## src/rtl/rps_defs.svh

```systemverilog
`ifndef RPS_DEFS_SVH
`define RPS_DEFS_SVH

// APB word offsets (byte addresses)
`define RPS_OFF_PTR_HI   12'h000
`define RPS_OFF_PTR_LO   12'h004
`define RPS_OFF_SELECT   12'h008
`define RPS_OFF_CONFIG   12'h00c

// Pointer high field positions
`define RPS_BIT_DIR      7
`define RPS_BIT_STEP     6
`define RPS_UPPER_MSB    2
`define RPS_UPPER_LSB    0

// Selector and configuration fields
`define RPS_SEL_MSB      2
`define RPS_CFG_SHR_MSB  1
`define RPS_CFG_OWN_LSB  2

// Reset values
`define RPS_RST_PTR      11'h000
`define RPS_RST_BYTE     8'h00
`define RPS_RST_SEL      3'h0
`define RPS_RST_CFG_OWN  6'h00

// Highest selector code with a defined target
`define RPS_SEL_LAST     3'h4

`endif

```

## src/rtl/rps_pkg.sv

```systemverilog
package rps_pkg;

    // Targets reachable through host address 07
    typedef enum logic [2:0] {
        RPS_TGT_TENTATIVE_ID = 3'h0,
        RPS_TGT_NODE_ID      = 3'h1,
        RPS_TGT_SETUP_ONE    = 3'h2,
        RPS_TGT_NEXT_ID      = 3'h3,
        RPS_TGT_SETUP_TWO    = 3'h4,
        RPS_TGT_RSVD5        = 3'h5,
        RPS_TGT_RSVD6        = 3'h6,
        RPS_TGT_RSVD7        = 3'h7
    } rps_target_type;

    typedef logic [10:0] rps_ptr_type;

endpackage

```

## src/rtl/rps_ptr_if.sv

```systemverilog
`timescale 1ns/1ps
interface rps_ptr_if;
    logic        wr_hi;
    logic        wr_lo;
    logic [7:0]  wdata;
    logic        access;
    logic [10:0] ptr;
    logic        dir;
    logic        step_en;

    modport ptr_side (
        input  wr_hi,
        input  wr_lo,
        input  wdata,
        input  access,
        output ptr,
        output dir,
        output step_en
    );

    modport ctl_side (
        output wr_hi,
        output wr_lo,
        output wdata,
        output access,
        input  ptr,
        input  dir,
        input  step_en
    );
endinterface

```

## src/rtl/rps_pointer.sv

```systemverilog
`timescale 1ns/1ps
`include "rps_defs.svh"
module rps_pointer
    import rps_pkg::*;
(
    input  wire logic clk_i,
    input  wire logic reset_i,
    rps_ptr_if.ptr_side pif
);

    rps_ptr_type ptr_q;
    rps_ptr_type ptr_d;
    logic        dir_q;
    logic        dir_d;
    logic        step_q;
    logic        step_d;

    // Next pointer state; a host write beats a same-cycle data access
    always_comb begin
        ptr_d  = ptr_q;
        dir_d  = dir_q;
        step_d = step_q;
        if (pif.wr_hi) begin
            dir_d  = pif.wdata[`RPS_BIT_DIR];
            step_d = pif.wdata[`RPS_BIT_STEP];
            ptr_d[10:8] = pif.wdata[`RPS_UPPER_MSB:`RPS_UPPER_LSB];
        end else if (pif.wr_lo) begin
            ptr_d[7:0] = pif.wdata;
        end else if (pif.access && step_q) begin
            ptr_d = ptr_q + 11'h001;  // Wraps at top of 2K
        end
    end

    // Pointer registers
    always_ff @(posedge clk_i) begin
        if (reset_i) begin
            ptr_q  <= `RPS_RST_PTR;
            dir_q  <= 1'b0;
            step_q <= 1'b0;
        end else begin
            ptr_q  <= ptr_d;
            dir_q  <= dir_d;
            step_q <= step_d;
        end
    end

    assign pif.ptr     = ptr_q;
    assign pif.dir     = dir_q;
    assign pif.step_en = step_q;

endmodule

```

## src/rtl/rps_top.sv

```systemverilog
// The register offsets and the APB slave port were decided locally.
`timescale 1ns/1ps
`include "rps_defs.svh"
module rps_top
    import rps_pkg::*;
#(
    parameter int ADDR_W = 12
) (
    input  wire logic              CLK_I,
    input  wire logic              RESET_I,
    input  wire logic              PSEL_I,
    input  wire logic              PENABLE_I,
    input  wire logic              PWRITE_I,
    input  wire logic [ADDR_W-1:0] PADDR_I,
    input  wire logic [31:0]       PWDATA_I,
    output logic      [31:0]       PRDATA_O,
    output logic                   PREADY_O,
    output logic                   PSLVERR_O,
    input  wire logic              DATA_ACCESS_I,
    output logic      [10:0]       RAM_ADDR_O,
    output logic                   RAM_READ_O,
    output logic      [2:0]        SELECT_O,
    output logic                   SELECT_RSVD_O
);

    rps_ptr_if pif ();

    logic        setup;
    logic        wr_en;
    logic        hit_hi;
    logic        hit_lo;
    logic        hit_sel;
    logic        hit_cfg;
    logic        mapped;
    logic [2:0]  sel_q;
    logic [2:0]  sel_d;
    logic [5:0]  cfg_own_q;
    logic [5:0]  cfg_own_d;
    logic [31:0] rdata_q;
    logic [31:0] rdata_d;
    logic        err_q;
    logic        err_d;

    // Selector code without a defined target
    function automatic logic is_reserved(input logic [2:0] code);
        return code > `RPS_SEL_LAST;
    endfunction

    // Offset match, compared on the full address
    function automatic logic hit(input logic [ADDR_W-1:0] a,
                                 input logic [11:0]       off);
        return a == ADDR_W'(off);
    endfunction

    // APB decode; zero wait states, so the access phase always completes
    assign setup   = PSEL_I && !PENABLE_I;
    assign wr_en   = PSEL_I && PENABLE_I && PWRITE_I;
    assign hit_hi  = hit(PADDR_I, `RPS_OFF_PTR_HI);
    assign hit_lo  = hit(PADDR_I, `RPS_OFF_PTR_LO);
    assign hit_sel = hit(PADDR_I, `RPS_OFF_SELECT);
    assign hit_cfg = hit(PADDR_I, `RPS_OFF_CONFIG);
    assign mapped  = hit_hi || hit_lo || hit_sel || hit_cfg;
    assign PREADY_O = 1'b1;

    // Pointer control towards the counter
    assign pif.wr_hi  = wr_en && hit_hi;
    assign pif.wr_lo  = wr_en && hit_lo;
    assign pif.wdata  = PWDATA_I[7:0];
    assign pif.access = DATA_ACCESS_I;

    rps_pointer u_pointer (
        .clk_i   (CLK_I),
        .reset_i (RESET_I),
        .pif     (pif)
    );

    // Selector and configuration next state
    always_comb begin
        sel_d     = sel_q;
        cfg_own_d = cfg_own_q;
        if (wr_en && hit_sel) begin
            sel_d = PWDATA_I[`RPS_SEL_MSB:0];
        end else if (wr_en && hit_cfg) begin
            sel_d[`RPS_CFG_SHR_MSB:0] = PWDATA_I[`RPS_CFG_SHR_MSB:0];
            sel_d[`RPS_SEL_MSB] = 1'b0;
            cfg_own_d = PWDATA_I[7:`RPS_CFG_OWN_LSB];
        end
    end

    // Selector and configuration registers
    always_ff @(posedge CLK_I) begin
        if (RESET_I) begin
            sel_q     <= `RPS_RST_SEL;
            cfg_own_q <= `RPS_RST_CFG_OWN;
        end else begin
            sel_q     <= sel_d;
            cfg_own_q <= cfg_own_d;
        end
    end

    // Read data captured in setup so it stands through the access phase
    always_comb begin
        rdata_d = rdata_q;
        err_d   = 1'b0;
        if (setup) begin
            rdata_d = 32'h0000_0000;
            err_d   = !mapped;
            if (hit_hi) begin
                rdata_d[7:0] = {pif.dir, pif.step_en, 3'h0, pif.ptr[10:8]};
            end else if (hit_lo) begin
                rdata_d[7:0] = pif.ptr[7:0];
            end else if (hit_sel) begin
                rdata_d[2:0] = sel_q;
            end else if (hit_cfg) begin
                rdata_d[7:0] = {cfg_own_q, sel_q[`RPS_CFG_SHR_MSB:0]};
            end
        end
    end

    // Read data and error registers
    always_ff @(posedge CLK_I) begin
        if (RESET_I) begin
            rdata_q <= 32'h0000_0000;
            err_q   <= 1'b0;
        end else begin
            rdata_q <= rdata_d;
            err_q   <= err_d;
        end
    end

    // Registered outputs; the error flag is shown only in the access phase
    assign PRDATA_O      = rdata_q;
    assign PSLVERR_O     = err_q && PSEL_I && PENABLE_I;
    assign RAM_ADDR_O    = pif.ptr;
    assign RAM_READ_O    = pif.dir;
    assign SELECT_O      = sel_q;
    assign SELECT_RSVD_O = is_reserved(sel_q);
endmodule

```

## config.mk

```make
export PLATFORM = sky130hd
export DESIGN_NAME = rps_top
export DESIGN_NICKNAME = d
export VERILOG_FILES = /design/src/rtl/rps_pkg.sv /design/src/rtl/rps_ptr_if.sv /design/src/rtl/rps_pointer.sv /design/src/rtl/rps_top.sv
export VERILOG_INCLUDE_DIRS = /design/src /design/src/rtl
export SDC_FILE = /design/constraint.sdc
export NUM_CORES = 1
export LEC_CHECK = 0
export ABC_AREA = 1
export ABC_CLOCK_PERIOD_IN_PS = 3900
export BUFFER_PORTS_ARGS = -buffer_cell sky130_fd_sc_hd__buf_2
export CORE_AREA = 4 4 69 71
export CTS_CLUSTER_SIZE = 28
export DETAILED_ROUTE_END_ITERATION = 7
export DIE_AREA = 0 0 73 75
export PLACE_DENSITY = 0.95
export SLEW_MARGIN = 0
export SYNTH_ARGS = -nofsm -noshare
export SYNTH_HDL_FRONTEND = slang
export SYNTH_HIERARCHICAL = 1
export SYNTH_SLANG_ARGS = --single-unit
```

## constraint.sdc

```tcl
create_clock -name CLK_I -period 3.9 [get_ports CLK_I]
set_input_delay 0.195 -clock CLK_I [delete_from_list [all_inputs] [get_ports CLK_I]]
set_output_delay 0.195 -clock CLK_I [all_outputs]
set_load 0.1 [all_outputs]
```

* Word level (Yosys, flattened, before mapping) *
Cells that the tools add are included.

cells by class
  $lt $le $gt $ge = 1
  muxes and demuxes = 11
  bitwise logic cells = 3
  eq/ne operators = 4
  reductions and logical operators = 23
  $add $sub $neg = 1

operators with widths
  cell                     count
  $mux W8                  4
  $eq A12 B4 Y1 const B    2
  $mux W3                  5
  $eq A12 B3 Y1 const B    1
  $logic_not A12 Y1        1
  $add A11 B1 Y11 const B  1
  $mux W11                 1
  $logic_and A1 B1 Y1      10
  $reduce_and A2 Y1        3
  $reduce_bool A2 Y1       3
  $mux W5                  1
  $gt A3 B3 Y1 const B     1
  $logic_or A1 B1 Y1       3
  $not A1 Y1               3
  $logic_not A1 Y1         2
  $ne A2 B2 Y1 const B     1
  $reduce_or A2 Y1         1

storage, ports and cells
  register bits = 31
  word-level logic and storage cells = 51
  output and inout bits = 50
  input bits = 50

* Logic depth before layout (Yosys ltp) *
  depth after elaboration = 5
  mapped depth = 11
  gate-level depth less buffers = 11

* Hierarchy *
Netlist, hierarchy kept.

modules (own cells, without submodules)
  module       instances  area an instance (µm²)  sequential area each (µm²)  cells each
  rps_top      1          1202.4                  360.3                       178
  rps_pointer  1          768.2                   260.2                       125

* Least setup slack after synthesis *
OpenSTA, ideal clock, no wires.

  path type = flip-flop to flip-flop
  start = reg u_pointer.ptr_q[0], in the netlist u_pointer/pif.ptr[0]
  end = reg u_pointer.ptr_q[8], in the netlist u_pointer/pif.ptr[8]
  setup time = 0.118 ns
  buffers on the path = 0
  data required time = 3.782 ns
  cell stages (with the launch flop) = 7
  path slack = 1.873 ns
  arrival time = 1.909 ns
  period minus slack after synthesis = 2.027 ns
  cell sequence = dfxtp_1 -> ha_1 -> nand3_1 -> nor2_1 -> nand3_1 -> nand3_1 -> a21oi_1

between the ends
  cells in the longest elaborated chain, start to end = 4

ends and longest elaborated chain
  what                    RTL line           text
  start, declared         rps_pointer.sv:11  rps_ptr_type ptr_q;
  start signal, assigned  rps_pointer.sv:37  ptr_q <= `RPS_RST_PTR;
  start signal, assigned  rps_pointer.sv:41  ptr_q <= ptr_d;
  $add A11 B1 Y11         rps_pointer.sv:30  ptr_d = ptr_q + 11'h001;
  $mux W11                rps_pointer.sv:29  end else if (pif.access && step_q) begin
  $mux W3                 rps_pointer.sv:27  end else if (pif.wr_lo) begin
  $mux W3                 rps_pointer.sv:23  if (pif.wr_hi) begin

Every way passes these cells. The select of a mux whose other input is x is not followed.
A chain may end at the register's enable or synchronous reset.

* Worst setup path after layout *
  start = in PADDR_I[3]
  end = reg u_pointer.ptr_q[7], in the netlist u_pointer/pif.ptr[7]

between the ends
  cells in the longest elaborated chain, start to end = 4
  elaborated cells on any way between the ends = 8
  those cells by class = 1 x eq/ne; 1 x mux; 1 x bitwise; 5 x reduce/logical

ends and longest elaborated chain
  what                                 RTL line         text
  start, declared                      rps_top.sv:14    input wire logic [ADDR_W-1:0] PADDR_I,
  $eq A12 B3 Y1 *                      rps_top.sv:52    return a == ADDR_W'(off);
  $logic_and A1 B1 Y1 *                rps_top.sv:67    assign pif.wr_lo = wr_en && hit_lo;
  via pif.wr_lo                        rps_ptr_if.sv:4  logic wr_lo;
  $reduce_bool A2 Y1 (no source line)  -
  $reduce_and A2 Y1 (no source line)   -

The timed path passes the listed nets; every way through them passes the cells marked *.

==> impl_results.md <==
* Die extent in y at 75 um
* Part of the power in combinational logic at 21.9%
* Share of synthesized area occupied by flip-flops and latches at 31.5%
* Internal power at 0.459 mW
* Routed wirelength normalized by instance count at 12.5 um
* Antenna diode count at 0
* TritonCTS clock tree: built
* Max Clk Rate at 452 MHz
* Initial standard-cell utilization of the core at 46.5%
* Resized Gates After CTS at 0
* Clk_skew at 0.00381 ns
* Clock transition at the registers of the reported paths at 0.06 ns
* Type of destination of the critical path: register
* Total half-perimeter wirelength after legalization and detailed placement at 3880 um
* Clock buffer depth at 2
* Status: finished, final reports clean
* Type of the tightest min-delay check: primary input to register
* Leakage power at 1.07 nW
* Slew at the pin closest to its max-slew limit at 0.561 ns
* Antenna-violating nets left at 0
* Buffer count from post-CTS setup fixing at 0
* Final global-route overflow total at 0
* Maximum number of pins on one net before global-route repair at 18
* Summed negative setup slack over all endpoints at 0 ns
* Number of different library cells in the post-synthesis netlist at 30
* Wire length reported by the detailed router at 5080 um
* Final setup violation count at 0
* Cell count after synthesis at 303
* Die X-Extent at 73 um
* Finished Cell Area at 0.00223 mm^2
* Detailed-routing iteration count for the pre-antenna-repair pass at 5
* Post-layout min period at 2.21 ns
* Floorplan die area at 0.00548 mm^2
* Max Fanout on Critical Path at 14
* Number of storage elements in the synthesis netlist at 31
* Io pins at 100
* Category of the critical setup timing path: primary input to register
* Buffers added on ports at 50
* Antenna violations before repair at 0
* Arrival time reported for the critical path endpoint at 2.43 ns
* Clock Power Share at 33.9%
* Drt first-iter violations at 222
* Unrepaired setup endpoints after global routing: no
* Worst slew margin relative to its limit at 62.5%
* Power share of the sequential group at 44.2%
* Area of the core at 0.00423 mm^2
* Maxcap violations at 0
* Synth Cell Area at 0.00197 mm^2
* Avg Synthesized Cell Area at 6.50 um^2
* Number of placement rows at 24
* Area overhead of the layout relative to synthesis at 13.1%
* Area after detailed placement at 0.00215 mm^2
* Latest clock arrival within the worst-skew pair at 0.29 ns
* Share of post-route cells with drive strength above 1 at 21.5%
* CTS HTree Levels at 2
* Sinks on the clock net at 31
* Final critical-path share of the clock period at 56.8%
* Remaining design rule violation count at 0
* CP startpoint kind: primary input
* Ratio of total power to cell area at 323 mW/mm^2
* Switching power as a share of total power at 36.3%
* Warning count from the yosys run at 6
* Global-route wire length before repair at 8160 um
* CTS hold repair buffers at 0
* Placer's final routability congestion estimate at 0.911
* Via count of the first global-routing pass at 1922
* Number of buffers inserted during clock tree synthesis at 5
* CTS Root Cell: clkbuf_8
* Vias per cell at 5.13
* Hold Vio Cnt, Final at 0
* Number of pins with negative max-slew slack in the final report at 0
* Worst ir drop on vdd at 0.000131 V
* Net Sw Power at 0.261 mW
* Overall fraction of global-route tracks in use at 19.3%
* Required time of the critical path at 4.11 ns
* Post-layout net count at 404
* Via total after detailed routing at 2083
## final timing paths
kind                        start                    end  slack [ns]  cells after the start
max                    PADDR_I[3]   u_pointer/pif.ptr[7]        1.69                     13
min                   PWDATA_I[6]  u_pointer/pif.step_en        0.18                      3
max reg2reg  u_pointer/pif.ptr[0]  u_pointer/pif.ptr[10]        2.37                      7
min reg2reg          cfg_own_q[0]           cfg_own_q[0]        0.46                      2
## sequential cells by signal (all words and copies together), names as in the netlist
register and count:
PRDATA_O 8, err_q 1, u_pointer/pif.ptr 11, cfg_own_q 6
SELECT_O 3, u_pointer/pif.step_en 1, u_pointer/pif.dir 1
## power groups by stage
| stage | sequential [mW] | combinational (mW) | clock [mW] |
|---|---|---|---|
| floorplan | 0.334 | 0.145 | 0 |
| finish | 0.319 | 0.158 | 0.244 |
| CTS | 0.319 | 0.157 | 0.250 |
| global route | 0.319 | 0.165 | 0.265 |
| detailed placement | 0.326 | 0.156 | 0 |
| global placement | 0.326 | 0.156 | 0 |
## synth_stat cells (all sizes together)
cell | instances | area, um^2
nor3 | 4 | 30.0
nor2 | 38 | 164
or2 | 1 | 6.26
a21oi | 31 | 170
clkbuf | 2 | 8.75
o21a | 1 | 7.51
inv | 37 | 139
dfxtp | 31 | 621
a211oi | 1 | 7.51
ha | 1 | 12.5
o21ai | 28 | 140
a31oi | 1 | 6.26
nand3 | 26 | 130
conb | 2 | 7.51
o211ai | 2 | 15.0
nand4 | 1 | 6.26
nand2 | 65 | 264
buf | 29 | 223
or3 | 2 | 12.5
## layer usage
metal | share of wire, % | track usage, % | up-vias
met4 | 2.7 | 9.63 | 0
met5 | 0 | 0 | -
met2 | 48 | 32.8 | 122
met3 | 9.9 | 5.21 | 17
li1 | - | - | 1020
met1 | 39 | 22.5 | 924
## final cells by class
cell class | count | area (um^2)
clock inverters | 1 | 5.00
fillers | 429 | 2000
well taps | 52 | 65.1
inverters | 37 | 139
flip-flops and latches | 31 | 621
multi-input cells | 227 | 1070
repair buffers | 51 | 258
clock buffers | 7 | 76.3
## kinds of logic (layout without fill, tap and decap cells)
group / after synthesis / after routing / share of synthesized area [%]
compound gates: 64 / 64 / 17.6
fa+ha+maj: 1 / 1 / 0.635
buf+inv: 68 / 96 / 18.8
flops: 31 / 31 / 31.5
other cells: 2 / 25 / 0.381
simple gates: 137 / 137 / 31.1
## per-stage QoR
step | utilization, % | hold slack, ns | total power, mW | setup slack [ns] | instances
floorplan | - | 0.264 | 0.479 | 1.87 | 326
global placement | 50.7 | 0.434 | 0.481 | 1.55 | 398
detailed placement | 50.7 | 0.448 | 0.482 | 1.51 | 398
CTS | 52.7 | 0.170 | 0.725 | 1.80 | 406
global route | 52.7 | 0.192 | 0.749 | 1.40 | 406
finish | 52.7 | 0.185 | 0.721 | 1.69 | 406
## critical path, stage by stage
cell and delay (ns):
buf_2 0.11, inv_2 0.06, nand2_1 0.06, nor2_2 0.35, nand2_1 0.19, nor2_1 0.14, buf_4 0.22, inv_2 0.11
a21oi_2 0.44, inv_1 0.20, nor2_1 0.15, nand2_1 0.07, a21oi_1 0.13
## placed cells by master (no fill, tap or decap), drive strengths merged
cell	n
a211oi	1
a21oi	31
a31oi	1
buf	51
clkbuf	7
clkinv	1
conb	25
dfxtp	31
ha	1
inv	37
nand2	65
nand3	26
nand4	1
nor2	38
nor3	4
o211ai	2
o21a	1
o21ai	28
or2	1
or3	2
No activity file was read; power rests on OpenSTA's default activity.
